**config.mk**
```make
export PLATFORM = sky130hd
export DESIGN_NAME = cmp_ctrl
export DESIGN_NICKNAME = d
export VERILOG_FILES = /design/src/cmp_channel.v /design/src/cmp_mux.v /design/src/cmp_ctrl.v
export VERILOG_INCLUDE_DIRS = /design/src
export SDC_FILE = /design/constraint.sdc
export NUM_CORES = 1
export LEC_CHECK = 0
export ABC_AREA = 1
export BUFFER_PORTS_ARGS = -buffer_cell sky130_fd_sc_hd__buf_2
export CAP_MARGIN = 20
export CORE_ASPECT_RATIO = 0.7
export CORE_UTILIZATION = 52
export CTS_CLUSTER_DIAMETER = 150
export DETAILED_ROUTE_END_ITERATION = 8
export PLACE_DENSITY = 0.88
export SLEW_MARGIN = 0
export SYNTH_ARGS = -nofsm -noshare
export SYNTH_HDL_FRONTEND = slang
export SYNTH_HIERARCHICAL = 1
export SYNTH_SLANG_ARGS = --single-unit
export TNS_END_PERCENT = 5
```
**constraint.sdc**
```tcl
create_clock -name ref_clk_i -period 2 [get_ports ref_clk_i]
set_clock_uncertainty 0.1 [all_clocks]
set_input_delay 0.3 -clock ref_clk_i [delete_from_list [all_inputs] [get_ports ref_clk_i]]
set_output_delay 0.3 -clock ref_clk_i [all_outputs]
set_load 0.01 [all_outputs]
```
**src/cmp_defs.vh**
```
/*
 * Register offsets, field positions, reset values and channel codes for
 * the dual comparator control block.
 * Assumes it is included by bare name into each design file that needs it.
 */
`ifndef CMP_DEFS_VH
`define CMP_DEFS_VH

// ----------------------------------------------------------------------
// Register byte offsets.
// ----------------------------------------------------------------------
`define OFS_SHARED_OUT 8'h6f
`define OFS_CTRL_A0 8'h70
`define OFS_CTRL_B0 8'h71
`define OFS_INV_SEL0 8'h72
`define OFS_NONINV_SEL0 8'h73
`define OFS_CTRL_A1 8'h74
`define OFS_CTRL_B1 8'h75
`define OFS_INV_SEL1 8'h76
`define OFS_NONINV_SEL1 8'h77
`define OFS_IRQ_FLAG 8'h78
`define OFS_IRQ_ENABLE 8'h7c
`define OFS_SYS_CTRL 8'h80

// ----------------------------------------------------------------------
// Field positions.
// ----------------------------------------------------------------------
`define BIT_ENABLE 7
`define BIT_OUT 6
`define BIT_INVERT 4
`define BIT_HYST 1
`define BIT_SYNC 0
`define BIT_RISE_EN 1
`define BIT_FALL_EN 0
`define BIT_SLEEP 0
`define BIT_TMR_SYSCLK 1
`define BIT_GIE 2
`define BIT_ADC_TRIG0 3
`define BIT_ADC_TRIG1 4

// ----------------------------------------------------------------------
// Reset values and channel codes.
// ----------------------------------------------------------------------
`define RST_BYTE 8'h00
`define RST_SEL 3'h0
`define CH_IN0 3'h0
`define CH_IN1 3'h1
`define CH_IN2 3'h2
`define CH_IN3 3'h3
`define CH_DAC 3'h5
`define CH_REF2 3'h6
`define CH_GND 3'h7

// ----------------------------------------------------------------------
// AXI4-Lite responses.
// ----------------------------------------------------------------------
`define RESP_OKAY 2'h0
`define RESP_SLVERR 2'h2

`endif

```
**src/cmp_channel.v**
```verilog
/*
 * One comparator channel: enable gating, polarity, per-cycle latching,
 * edge detection and the timer-synchronised output path.
 * Assumes the raw analog result arrives already passed through two flops,
 * and that the timer clock level is likewise synchronised.
 */
`timescale 1ns/1ps
`include "cmp_defs.vh"

module cmp_channel (
	input wire ref_clk_i,
	input wire rst_i,
	input wire enable_i,
	input wire output_invert_i,
	input wire sync_enable_i,
	input wire sync_run_i,
	input wire raw_result_i,
	input wire timer_clk_fall_i,
	output reg out_q,
	output wire rise_o,
	output wire fall_o,
	output reg sync_out_q,
	output wire pin_out_o
);

	wire gated;
	wire polarised;
	reg prev_q;

	assign gated = enable_i & raw_result_i; // RULE_01 RULE_02 RULE_03
	assign polarised = gated ^ output_invert_i; // RULE_06 RULE_14

	always @(posedge ref_clk_i) begin
		if (rst_i) begin
			out_q <= 1'b0;
			prev_q <= 1'b0;
			sync_out_q <= 1'b0;
		end else begin
			out_q <= polarised; // RULE_05
			prev_q <= out_q; // RULE_23
			if (timer_clk_fall_i && sync_run_i) begin
				sync_out_q <= out_q; // RULE_07 RULE_08 RULE_09 RULE_17
			end
		end
	end

	assign rise_o = out_q & ~prev_q; // RULE_23
	assign fall_o = ~out_q & prev_q; // RULE_23
	// Unsynchronised path passes the polarised result without a register.
	assign pin_out_o = sync_enable_i ? sync_out_q : polarised; // RULE_05

endmodule // cmp_channel

```
**src/cmp_mux.v**
```verilog
/*
 * Input channel decoder for one comparator: one-hot select lines
 * for the noninverting and inverting analog multiplexers.
 * Assumes the analog switches close on a high select line.
 */
`timescale 1ns/1ps
`include "cmp_defs.vh"

module cmp_mux (
	input wire enable_i,
	input wire [2:0] noninv_channel_select_i,
	input wire [2:0] inv_channel_select_i,
	output reg [3:0] noninv_sel_o,
	output reg [5:0] inv_sel_o
);

	// Noninverting lines: in0, in1, dac, ref2 ; the ground code selects no line.
	always @* begin
		noninv_sel_o = 4'h0;
		if (enable_i) begin // RULE_02
			case (noninv_channel_select_i) // RULE_15 RULE_22
			`CH_IN0: noninv_sel_o = 4'h1;
			`CH_IN1: noninv_sel_o = 4'h2;
			`CH_DAC: noninv_sel_o = 4'h4;
			`CH_REF2: noninv_sel_o = 4'h8;
			default: noninv_sel_o = 4'h0;
			endcase
		end
	end

	// Inverting lines: in0..in3, ref2, ground.
	always @* begin
		inv_sel_o = 6'h00;
		if (enable_i) begin // RULE_02
			case (inv_channel_select_i) // RULE_15
			`CH_IN0: inv_sel_o = 6'h01;
			`CH_IN1: inv_sel_o = 6'h02;
			`CH_IN2: inv_sel_o = 6'h04;
			`CH_IN3: inv_sel_o = 6'h08;
			`CH_REF2: inv_sel_o = 6'h10;
			`CH_GND: inv_sel_o = 6'h20;
			default: inv_sel_o = 6'h00;
			endcase
		end
	end

endmodule // cmp_mux

```
**src/cmp_ctrl.v**
```verilog
/*
 * Dual analog comparator control with an AXI4-Lite register slave.
 * Holds the control registers, the interrupt flags, wake and ADC trigger,
 * and the analog-side select outputs.
 * Assumes the analog comparators and the timer clock are asynchronous
 * and are synchronised here by two flops before use.
 */
// Local design decisions: the AXI4-Lite slave port and the register offsets.
// Notes on behaviour
// RULE_01: Raw result is high when noninverting input exceeds inverting input.
// RULE_02: Enable clear disconnects all input selects and forces output low; the output reads high here when invert is set.
// RULE_03: Enable set runs the comparator; clear disables it and its inputs.
// RULE_04: Each output reads in its control register and in a shared register.
// RULE_05: Internal output registered every cycle; pin path unregistered unless synced; pin_out_o adds one register on both paths.
// RULE_06: Invert bit 0 passes the result; 1 inverts it.
// RULE_07: With sync set, output captured on the timer clock falling edge.
// RULE_08: Sync capture uses the prescaled timer clock when a prescaler is used.
// RULE_09: Timer advances on rising edge; synced output changes only on falling.
// RULE_10: Hysteresis bit switches that comparator's input hysteresis on or off.
// RULE_11: Flag sets on rising edge with rise enable or falling with fall enable.
// RULE_12: Software enables comparator, edge enables, irq enable and global enable.
// RULE_13: Software clears the flag after each event before the next report.
// RULE_14: Toggling the invert bit makes an edge that can set the flag.
// RULE_15: Select fields route pins, references or ground to the two inputs.
// RULE_16: Comparator runs in sleep and its enabled interrupt wakes the device.
// RULE_17: Synced output freezes in sleep when the timer runs on system clock.
// RULE_18: Software routes output to a pin and clears its direction bit.
// RULE_19: Software sets analog select and direction bit on input pins.
// RULE_20: Shared register bit 0 mirrors comparator one, bit 1 comparator two.
// RULE_21: As ADC trigger source, each rising output edge requests a conversion.
// RULE_22: Noninverting code 000 in0, 001 in1, 101 DAC, 110 ref2, 111 ground; code 111 drives no select line.
// RULE_23: Edges found by comparing registered output with the previous cycle.
`timescale 1ns/1ps
`include "cmp_defs.vh"

module cmp_ctrl #(
	parameter N_CMP = 2
) (
	input wire ref_clk_i,
	input wire rst_i,
	input wire [7:0] s_axi_awaddr,
	input wire s_axi_awvalid,
	output reg s_axi_awready,
	input wire [31:0] s_axi_wdata,
	input wire [3:0] s_axi_wstrb,
	input wire s_axi_wvalid,
	output reg s_axi_wready,
	output reg [1:0] s_axi_bresp,
	output reg s_axi_bvalid,
	input wire s_axi_bready,
	input wire [7:0] s_axi_araddr,
	input wire s_axi_arvalid,
	output reg s_axi_arready,
	output reg [31:0] s_axi_rdata,
	output reg [1:0] s_axi_rresp,
	output reg s_axi_rvalid,
	input wire s_axi_rready,
	input wire [1:0] raw_result_i,
	input wire timer_clk_i,
	output reg [1:0] cmp_enable_o,
	output reg [1:0] hysteresis_enable_o,
	output reg [7:0] noninv_sel_o,
	output reg [11:0] inv_sel_o,
	output reg [1:0] pin_out_o,
	output reg [1:0] timer_cmp_o,
	output reg irq_o,
	output reg wake_o,
	output reg adc_trigger_o
);

	// ------------------------------------------------------------------
	// Registers.
	// ------------------------------------------------------------------
	reg [1:0] en_q, inv_q, hys_q, sync_q, rise_en_q, fall_en_q;
	reg [2:0] pch0_q, pch1_q, nch0_q, nch1_q;
	reg [1:0] flag_q, irq_en_q;
	reg [4:0] sys_q;
	reg [1:0] raw_meta_q, raw_sync_q;
	reg tclk_meta_q, tclk_sync_q, tclk_prev_q;

	// ------------------------------------------------------------------
	// Input synchronisers and timer clock falling edge.
	// ------------------------------------------------------------------
	always @(posedge ref_clk_i) begin
		if (rst_i) begin
			raw_meta_q <= 2'h0;
			raw_sync_q <= 2'h0;
			tclk_meta_q <= 1'b0;
			tclk_sync_q <= 1'b0;
			tclk_prev_q <= 1'b0;
		end else begin
			raw_meta_q <= raw_result_i;
			raw_sync_q <= raw_meta_q;
			tclk_meta_q <= timer_clk_i;
			tclk_sync_q <= tclk_meta_q;
			tclk_prev_q <= tclk_sync_q;
		end
	end

	// The timer clock given here is already after its prescaler.
	wire tclk_fall = tclk_prev_q & ~tclk_sync_q; // RULE_08 RULE_09
	wire sleeping = sys_q[`BIT_SLEEP];
	// Timer on the system clock stops in sleep, so does the synced output.
	wire sync_run = ~(sleeping & sys_q[`BIT_TMR_SYSCLK]); // RULE_17

	// ------------------------------------------------------------------
	// Comparator channels.
	// ------------------------------------------------------------------
	wire [1:0] out_w, rise_w, fall_w, sync_out_w, pin_w;
	wire [3:0] nsel0_w, nsel1_w;
	wire [5:0] isel0_w, isel1_w;

	cmp_channel u_ch0 (
		.ref_clk_i(ref_clk_i),
		.rst_i(rst_i),
		.enable_i(en_q[0]),
		.output_invert_i(inv_q[0]),
		.sync_enable_i(sync_q[0]),
		.sync_run_i(sync_run),
		.raw_result_i(raw_sync_q[0]),
		.timer_clk_fall_i(tclk_fall),
		.out_q(out_w[0]),
		.rise_o(rise_w[0]),
		.fall_o(fall_w[0]),
		.sync_out_q(sync_out_w[0]),
		.pin_out_o(pin_w[0])
	);

	cmp_channel u_ch1 (
		.ref_clk_i(ref_clk_i),
		.rst_i(rst_i),
		.enable_i(en_q[1]),
		.output_invert_i(inv_q[1]),
		.sync_enable_i(sync_q[1]),
		.sync_run_i(sync_run),
		.raw_result_i(raw_sync_q[1]),
		.timer_clk_fall_i(tclk_fall),
		.out_q(out_w[1]),
		.rise_o(rise_w[1]),
		.fall_o(fall_w[1]),
		.sync_out_q(sync_out_w[1]),
		.pin_out_o(pin_w[1])
	);

	cmp_mux u_mux0 (
		.enable_i(en_q[0]),
		.noninv_channel_select_i(pch0_q),
		.inv_channel_select_i(nch0_q),
		.noninv_sel_o(nsel0_w),
		.inv_sel_o(isel0_w)
	);

	cmp_mux u_mux1 (
		.enable_i(en_q[1]),
		.noninv_channel_select_i(pch1_q),
		.inv_channel_select_i(nch1_q),
		.noninv_sel_o(nsel1_w),
		.inv_sel_o(isel1_w)
	);

	// ------------------------------------------------------------------
	// Edge events.
	// ------------------------------------------------------------------
	wire [1:0] event_w = (rise_w & rise_en_q) | (fall_w & fall_en_q); // RULE_11
	wire [1:0] adc_sel = {sys_q[`BIT_ADC_TRIG1], sys_q[`BIT_ADC_TRIG0]};

	// ------------------------------------------------------------------
	// AXI4-Lite write path.
	// ------------------------------------------------------------------
	reg aw_got_q;
	reg w_got_q;
	reg [7:0] aw_addr_q;
	reg [7:0] w_byte_q;
	reg w_strb_q;
	wire do_write = aw_got_q & w_got_q & ~s_axi_bvalid;
	wire [7:0] wb = w_byte_q;
	reg wr_hit;

	// Shared output up to the flag register is one contiguous mapped run.
	always @* begin
		wr_hit = 1'b0;
		if (aw_addr_q >= `OFS_SHARED_OUT && aw_addr_q <= `OFS_IRQ_FLAG) begin
			wr_hit = 1'b1;
		end else if (aw_addr_q == `OFS_IRQ_ENABLE) begin
			wr_hit = 1'b1;
		end else if (aw_addr_q == `OFS_SYS_CTRL) begin
			wr_hit = 1'b1;
		end
	end

	wire wr_en = do_write & w_strb_q;
	// Flags clear when software writes zero to a set bit.
	wire [1:0] flag_clr = (wr_en && aw_addr_q == `OFS_IRQ_FLAG) ?
		~wb[1:0] : 2'h0;

	always @(posedge ref_clk_i) begin
		if (rst_i) begin
			s_axi_awready <= 1'b0;
			s_axi_wready <= 1'b0;
			s_axi_bvalid <= 1'b0;
			s_axi_bresp <= `RESP_OKAY;
			aw_got_q <= 1'b0;
			w_got_q <= 1'b0;
			aw_addr_q <= `RST_BYTE;
			w_byte_q <= `RST_BYTE;
			w_strb_q <= 1'b0;
			en_q <= 2'h0;
			inv_q <= 2'h0;
			hys_q <= 2'h0;
			sync_q <= 2'h0;
			rise_en_q <= 2'h0;
			fall_en_q <= 2'h0;
			pch0_q <= `RST_SEL;
			pch1_q <= `RST_SEL;
			nch0_q <= `RST_SEL;
			nch1_q <= `RST_SEL;
			flag_q <= 2'h0;
			irq_en_q <= 2'h0;
			sys_q <= 5'h00;
		end else begin
			s_axi_awready <= ~aw_got_q & ~s_axi_awready & s_axi_awvalid;
			s_axi_wready <= ~w_got_q & ~s_axi_wready & s_axi_wvalid;
			if (s_axi_awvalid && s_axi_awready) begin
				aw_got_q <= 1'b1;
				aw_addr_q <= s_axi_awaddr;
			end
			if (s_axi_wvalid && s_axi_wready) begin
				w_got_q <= 1'b1;
				w_byte_q <= s_axi_wdata[7:0];
				w_strb_q <= s_axi_wstrb[0];
			end
			if (do_write) begin
				aw_got_q <= 1'b0;
				w_got_q <= 1'b0;
				s_axi_bvalid <= 1'b1;
				s_axi_bresp <= wr_hit ? `RESP_OKAY : `RESP_SLVERR;
			end else if (s_axi_bvalid && s_axi_bready) begin
				s_axi_bvalid <= 1'b0;
			end
			if (wr_en) begin
				if (aw_addr_q == `OFS_CTRL_A0) begin
					en_q[0] <= wb[`BIT_ENABLE]; // RULE_03
					inv_q[0] <= wb[`BIT_INVERT]; // RULE_06
					hys_q[0] <= wb[`BIT_HYST]; // RULE_10
					sync_q[0] <= wb[`BIT_SYNC]; // RULE_07
				end else if (aw_addr_q == `OFS_CTRL_B0) begin
					rise_en_q[0] <= wb[`BIT_RISE_EN];
					fall_en_q[0] <= wb[`BIT_FALL_EN];
				end else if (aw_addr_q == `OFS_INV_SEL0) begin
					nch0_q <= wb[2:0];
				end else if (aw_addr_q == `OFS_NONINV_SEL0) begin
					pch0_q <= wb[2:0];
				end else if (aw_addr_q == `OFS_CTRL_A1) begin
					en_q[1] <= wb[`BIT_ENABLE]; // RULE_03
					inv_q[1] <= wb[`BIT_INVERT]; // RULE_06
					hys_q[1] <= wb[`BIT_HYST]; // RULE_10
					sync_q[1] <= wb[`BIT_SYNC]; // RULE_07
				end else if (aw_addr_q == `OFS_CTRL_B1) begin
					rise_en_q[1] <= wb[`BIT_RISE_EN];
					fall_en_q[1] <= wb[`BIT_FALL_EN];
				end else if (aw_addr_q == `OFS_INV_SEL1) begin
					nch1_q <= wb[2:0];
				end else if (aw_addr_q == `OFS_NONINV_SEL1) begin
					pch1_q <= wb[2:0];
				end else if (aw_addr_q == `OFS_IRQ_ENABLE) begin
					irq_en_q <= wb[1:0];
				end else if (aw_addr_q == `OFS_SYS_CTRL) begin
					sys_q <= wb[4:0];
				end
			end
			// A new event wins over a clear in the same cycle.
			flag_q <= (flag_q & ~flag_clr) | event_w; // RULE_11 RULE_13
		end
	end

	// ------------------------------------------------------------------
	// AXI4-Lite read path.
	// ------------------------------------------------------------------
	reg [7:0] rd_byte;
	reg rd_hit;
	wire [7:0] ctrl_a0 = {en_q[0], out_w[0], 1'b0, inv_q[0], 2'h0,
		hys_q[0], sync_q[0]};
	wire [7:0] ctrl_a1 = {en_q[1], out_w[1], 1'b0, inv_q[1], 2'h0,
		hys_q[1], sync_q[1]};

	always @* begin
		rd_byte = `RST_BYTE;
		rd_hit = 1'b1;
		if (s_axi_araddr == `OFS_SHARED_OUT) begin
			rd_byte = {6'h00, out_w[1], out_w[0]}; // RULE_04 RULE_20
		end else if (s_axi_araddr == `OFS_CTRL_A0) begin
			rd_byte = ctrl_a0; // RULE_04
		end else if (s_axi_araddr == `OFS_CTRL_B0) begin
			rd_byte = {6'h00, rise_en_q[0], fall_en_q[0]};
		end else if (s_axi_araddr == `OFS_INV_SEL0) begin
			rd_byte = {5'h00, nch0_q};
		end else if (s_axi_araddr == `OFS_NONINV_SEL0) begin
			rd_byte = {5'h00, pch0_q};
		end else if (s_axi_araddr == `OFS_CTRL_A1) begin
			rd_byte = ctrl_a1; // RULE_04
		end else if (s_axi_araddr == `OFS_CTRL_B1) begin
			rd_byte = {6'h00, rise_en_q[1], fall_en_q[1]};
		end else if (s_axi_araddr == `OFS_INV_SEL1) begin
			rd_byte = {5'h00, nch1_q};
		end else if (s_axi_araddr == `OFS_NONINV_SEL1) begin
			rd_byte = {5'h00, pch1_q};
		end else if (s_axi_araddr == `OFS_IRQ_FLAG) begin
			rd_byte = {6'h00, flag_q};
		end else if (s_axi_araddr == `OFS_IRQ_ENABLE) begin
			rd_byte = {6'h00, irq_en_q};
		end else if (s_axi_araddr == `OFS_SYS_CTRL) begin
			rd_byte = {3'h0, sys_q};
		end else begin
			rd_hit = 1'b0;
		end
	end

	always @(posedge ref_clk_i) begin
		if (rst_i) begin
			s_axi_arready <= 1'b0;
			s_axi_rvalid <= 1'b0;
			s_axi_rdata <= 32'h00000000;
			s_axi_rresp <= `RESP_OKAY;
		end else begin
			s_axi_arready <= ~s_axi_arready & ~s_axi_rvalid & s_axi_arvalid;
			if (s_axi_arvalid && s_axi_arready) begin
				s_axi_rvalid <= 1'b1;
				s_axi_rdata <= {24'h000000, rd_byte};
				s_axi_rresp <= rd_hit ? `RESP_OKAY : `RESP_SLVERR;
			end else if (s_axi_rvalid && s_axi_rready) begin
				s_axi_rvalid <= 1'b0;
			end
		end
	end

	// ------------------------------------------------------------------
	// Registered outputs.
	// ------------------------------------------------------------------
	wire [1:0] pend = flag_q & irq_en_q;

	always @(posedge ref_clk_i) begin
		if (rst_i) begin
			cmp_enable_o <= 2'h0;
			hysteresis_enable_o <= 2'h0;
			noninv_sel_o <= 8'h00;
			inv_sel_o <= 12'h000;
			pin_out_o <= 2'h0;
			timer_cmp_o <= 2'h0;
			irq_o <= 1'b0;
			wake_o <= 1'b0;
			adc_trigger_o <= 1'b0;
		end else begin
			cmp_enable_o <= en_q; // RULE_03
			hysteresis_enable_o <= hys_q & en_q; // RULE_10
			noninv_sel_o <= {nsel1_w, nsel0_w}; // RULE_15 RULE_22
			inv_sel_o <= {isel1_w, isel0_w}; // RULE_15
			pin_out_o <= pin_w; // RULE_05
			timer_cmp_o <= pin_w; // RULE_07
			irq_o <= (|pend) & sys_q[`BIT_GIE];
			wake_o <= (|pend) & sleeping; // RULE_16
			adc_trigger_o <= |(rise_w & adc_sel); // RULE_21
		end
	end

endmodule // cmp_ctrl

```
==> run metrics <==
post-cts resize count 0; CTS tree done; Hold WC Path Type input pin to flip-flop; Antenna Cells 0; Avg Synthesized Cell Area 7.31 µm²; top_reg_cell synth dfxtp_1; Sw Ratio 21.4%; mapped cell area 0.00459 mm²; Cell Int Power 0.00338 W; GPL Wtd Cong 1.01; first-pass GRT wire length 17,200 µm; sequential share of power 50.3%; clk sinks 106; Critical Path Start Type flip-flop; Final Max Slew Viols 0; sequential area share after synthesis 46.2%; Post-Synthesis Cells 628; PD cells 805 mW/mm²; Setup violations, final 0; clk_lat worst skew 0.35 ns; HPWL after DPL 8010 µm; final hold vios 0; Multi-input gate area 0.00192 mm²; Post-synth EDFFs 0; IO Port Bufs 77; Starting Density 53.9%; number of max-cap violations 0; Clock Path Buffers 2; DR vias/cell 5.01; TritonRoute pass-1 iters 5; CP Max Fanout 5; Max Fclk 555 MHz; Yosys cell types 32; Post-Layout Inst Area 0.00534 mm²; hold_buf cts 0; Area Overhead vs Synth 16.4%; H-tree levels 3; vias in the first global route 3,680; DRC Markers 0; Util after Layout 62.7%; Congestion Overflow GR 0; Die Y 80.6 µm; post-place instance area 0.00501 mm²; total wire length 10,600 µm; status finished clean; Core ar. 0.00851 mm²; WP data arrival 1.94 ns; IO Pins 134; ys async rst share 0%; row count 28; Sw Pwr 0.000920 W; largest net degree at the start of global routing 45; antenna violations before repair 0; Synth Register Bits 106; combinational share of power 5.4%; die area 0.00921 mm²; type of the worst setup path flip-flop to flip-flop; Worst setup EP type flip-flop; worst endpoint required time 2.14 ns; Die Width 114 µm; post-route ant nets 0; Reg clk slew, reported paths 0.07 ns; Peak VDD IR 612 µV; TritonCTS buffer count 9; fin nets 770; final worst slack 0.198 ns; Sum Neg Setup Slack 0 ns; clock share of power 44.3%; pre-CTS setup slack 0.235 ns; RSZ-0062 raised after global routing false; period utilisation layout 90.1%; Tot GR Track Use 24.5%; Lkg Pwr 2.26 nW; Yosys warnings 6; DR WL/cell 12.7 µm; post-CTS setup buffers 0; clk root buf clkbuf_16; # fillers 775; layout cells sized above 1 17.5%; drt initial violations 376; register area 0.00212 mm²; via count 4,172; shortest period the worst path allows 1.80 ns
-- kinds of logic after synthesis --
kind of cell	after synthesis	share of synthesized area (%)
buf+inv	143	14.1
compound gates	115	13.7
other cells	1	0.0817
simple gates	263	25.8
flops	106	46.2
-- power by group through the flow --
stage | logic (W) | clock network [W] | registers, W
after floorplan | 0.000181 | 0 | 0.00221
after global placement | 0.000222 | 0 | 0.00221
after detailed placement | 0.000230 | 0 | 0.00221
after CTS | 0.000231 | 0.00193 | 0.00216
after global routing | 0.000260 | 0.00202 | 0.00217
final | 0.000233 | 0.00190 | 0.00216
-- final cells by class --
cell class	instances	share of cell area, %
Inverter	102	7.21
Timing Repair Buffer	84	8.20
Tap cell	120	2.81
Multi-Input combinational cell	405	35.9
Sequential cell	106	39.7
Clock buffer	13	4.87
Clock inverter	3	1.29
-- stage by stage --
stage	power, W	std cells	hold WS (ns)
floorplan	0.00239	654	0.269
global placement	0.00243	817	0.292
detailed placement	0.00244	817	0.303
CTS	0.00433	833	0.0545
global route	0.00445	833	0.0642
finish	0.00430	833	0.0558
-- registers in the layout, indices dropped and copies added (netlist names), 3 cells and up --
register      count
aw_addr_q         8
noninv_sel_o      8
nch0_q            3
pch1_q            3
inv_sel_o        12
sys_q             5
pch0_q            3
s_axi_rdata       7
nch1_q            3
w_byte_q          6
-- synth_stat cells, types with 4 or more instances --
cell type | number | area [µm²]
dfxtp_1 | 106 | 2120
nand2_1 | 103 | 387
a211oi_1 | 10 | 75.1
nor2_1 | 98 | 368
nor2_4 | 5 | 56.3
a21oi_1 | 52 | 260
nand4_1 | 6 | 37.5
inv_1 | 94 | 353
nor3_2 | 6 | 60.1
inv_2 | 5 | 18.8
buf_4 | 29 | 218
nand3_1 | 22 | 110
buf_1 | 4 | 15.0
o21ai_0 | 42 | 210
nor3_1 | 10 | 50.1
clkbuf_1 | 8 | 30.0
-- layer usage --
layer / wire (µm) / global-route usage (%) / vias to the layer above
met4: 142 / 9.35 / 0
li1: - / - / 2102
met1: 4800 / 32.4 / 1889
met5: 0 / 0 / -
met2: 4840 / 39.7 / 169
met3: 823 / 4.68 / 12
-- placed cells by master (no fill, tap or decap) --
cell and count:
inv_6 1, o2111ai_1 2, a31oi_1 2, o21ai_0 42, dfxtp_1 106, nand3_1 22
buf_4 7, inv_1 94, nor2_2 3, a211oi_1 10, nor2_4 5, clkbuf_16 9
o32ai_1 1, nand2_2 3, o22ai_1 3, nor3_1 10, nand4_1 6, clkinv_1 2
nand2_4 1, nor3_4 2, o311ai_0 2, inv_2 5, clkbuf_8 2, nand2_1 103
a21oi_1 52, inv_4 1, nand3_4 1, a22o_1 1, nor2_1 98, conb_1 27
buf_2 77, bufinv_16 2, or2_0 1, nor3_2 6, nor4_1 2, clkbuf_1 2
-- worst max-delay path, stage by stage (launching register included) --
cell and delay [ns]:
dfxtp_1 0.35, inv_1 0.06, nor2_1 0.09, nand3_1 0.19
inv_2 0.17, nand2_1 0.10, nor2_1 0.15, nand4_1 0.17
o21ai_0 0.23, a21oi_1 0.06
-- final timing paths --
kind | startpoint | endpoint | slack, ns | cells after the start
hold reg to reg | tclk_meta_q | tclk_sync_q | 0.31 | 2
setup / recovery | aw_addr_q[6] | irq_en_q[0] | 0.20 | 9
hold / removal | timer_clk_i | tclk_meta_q | 0.06 | 3
setup reg to reg | aw_addr_q[6] | irq_en_q[0] | 0.20 | 9
No activity file was read; power rests on OpenSTA's default activity.
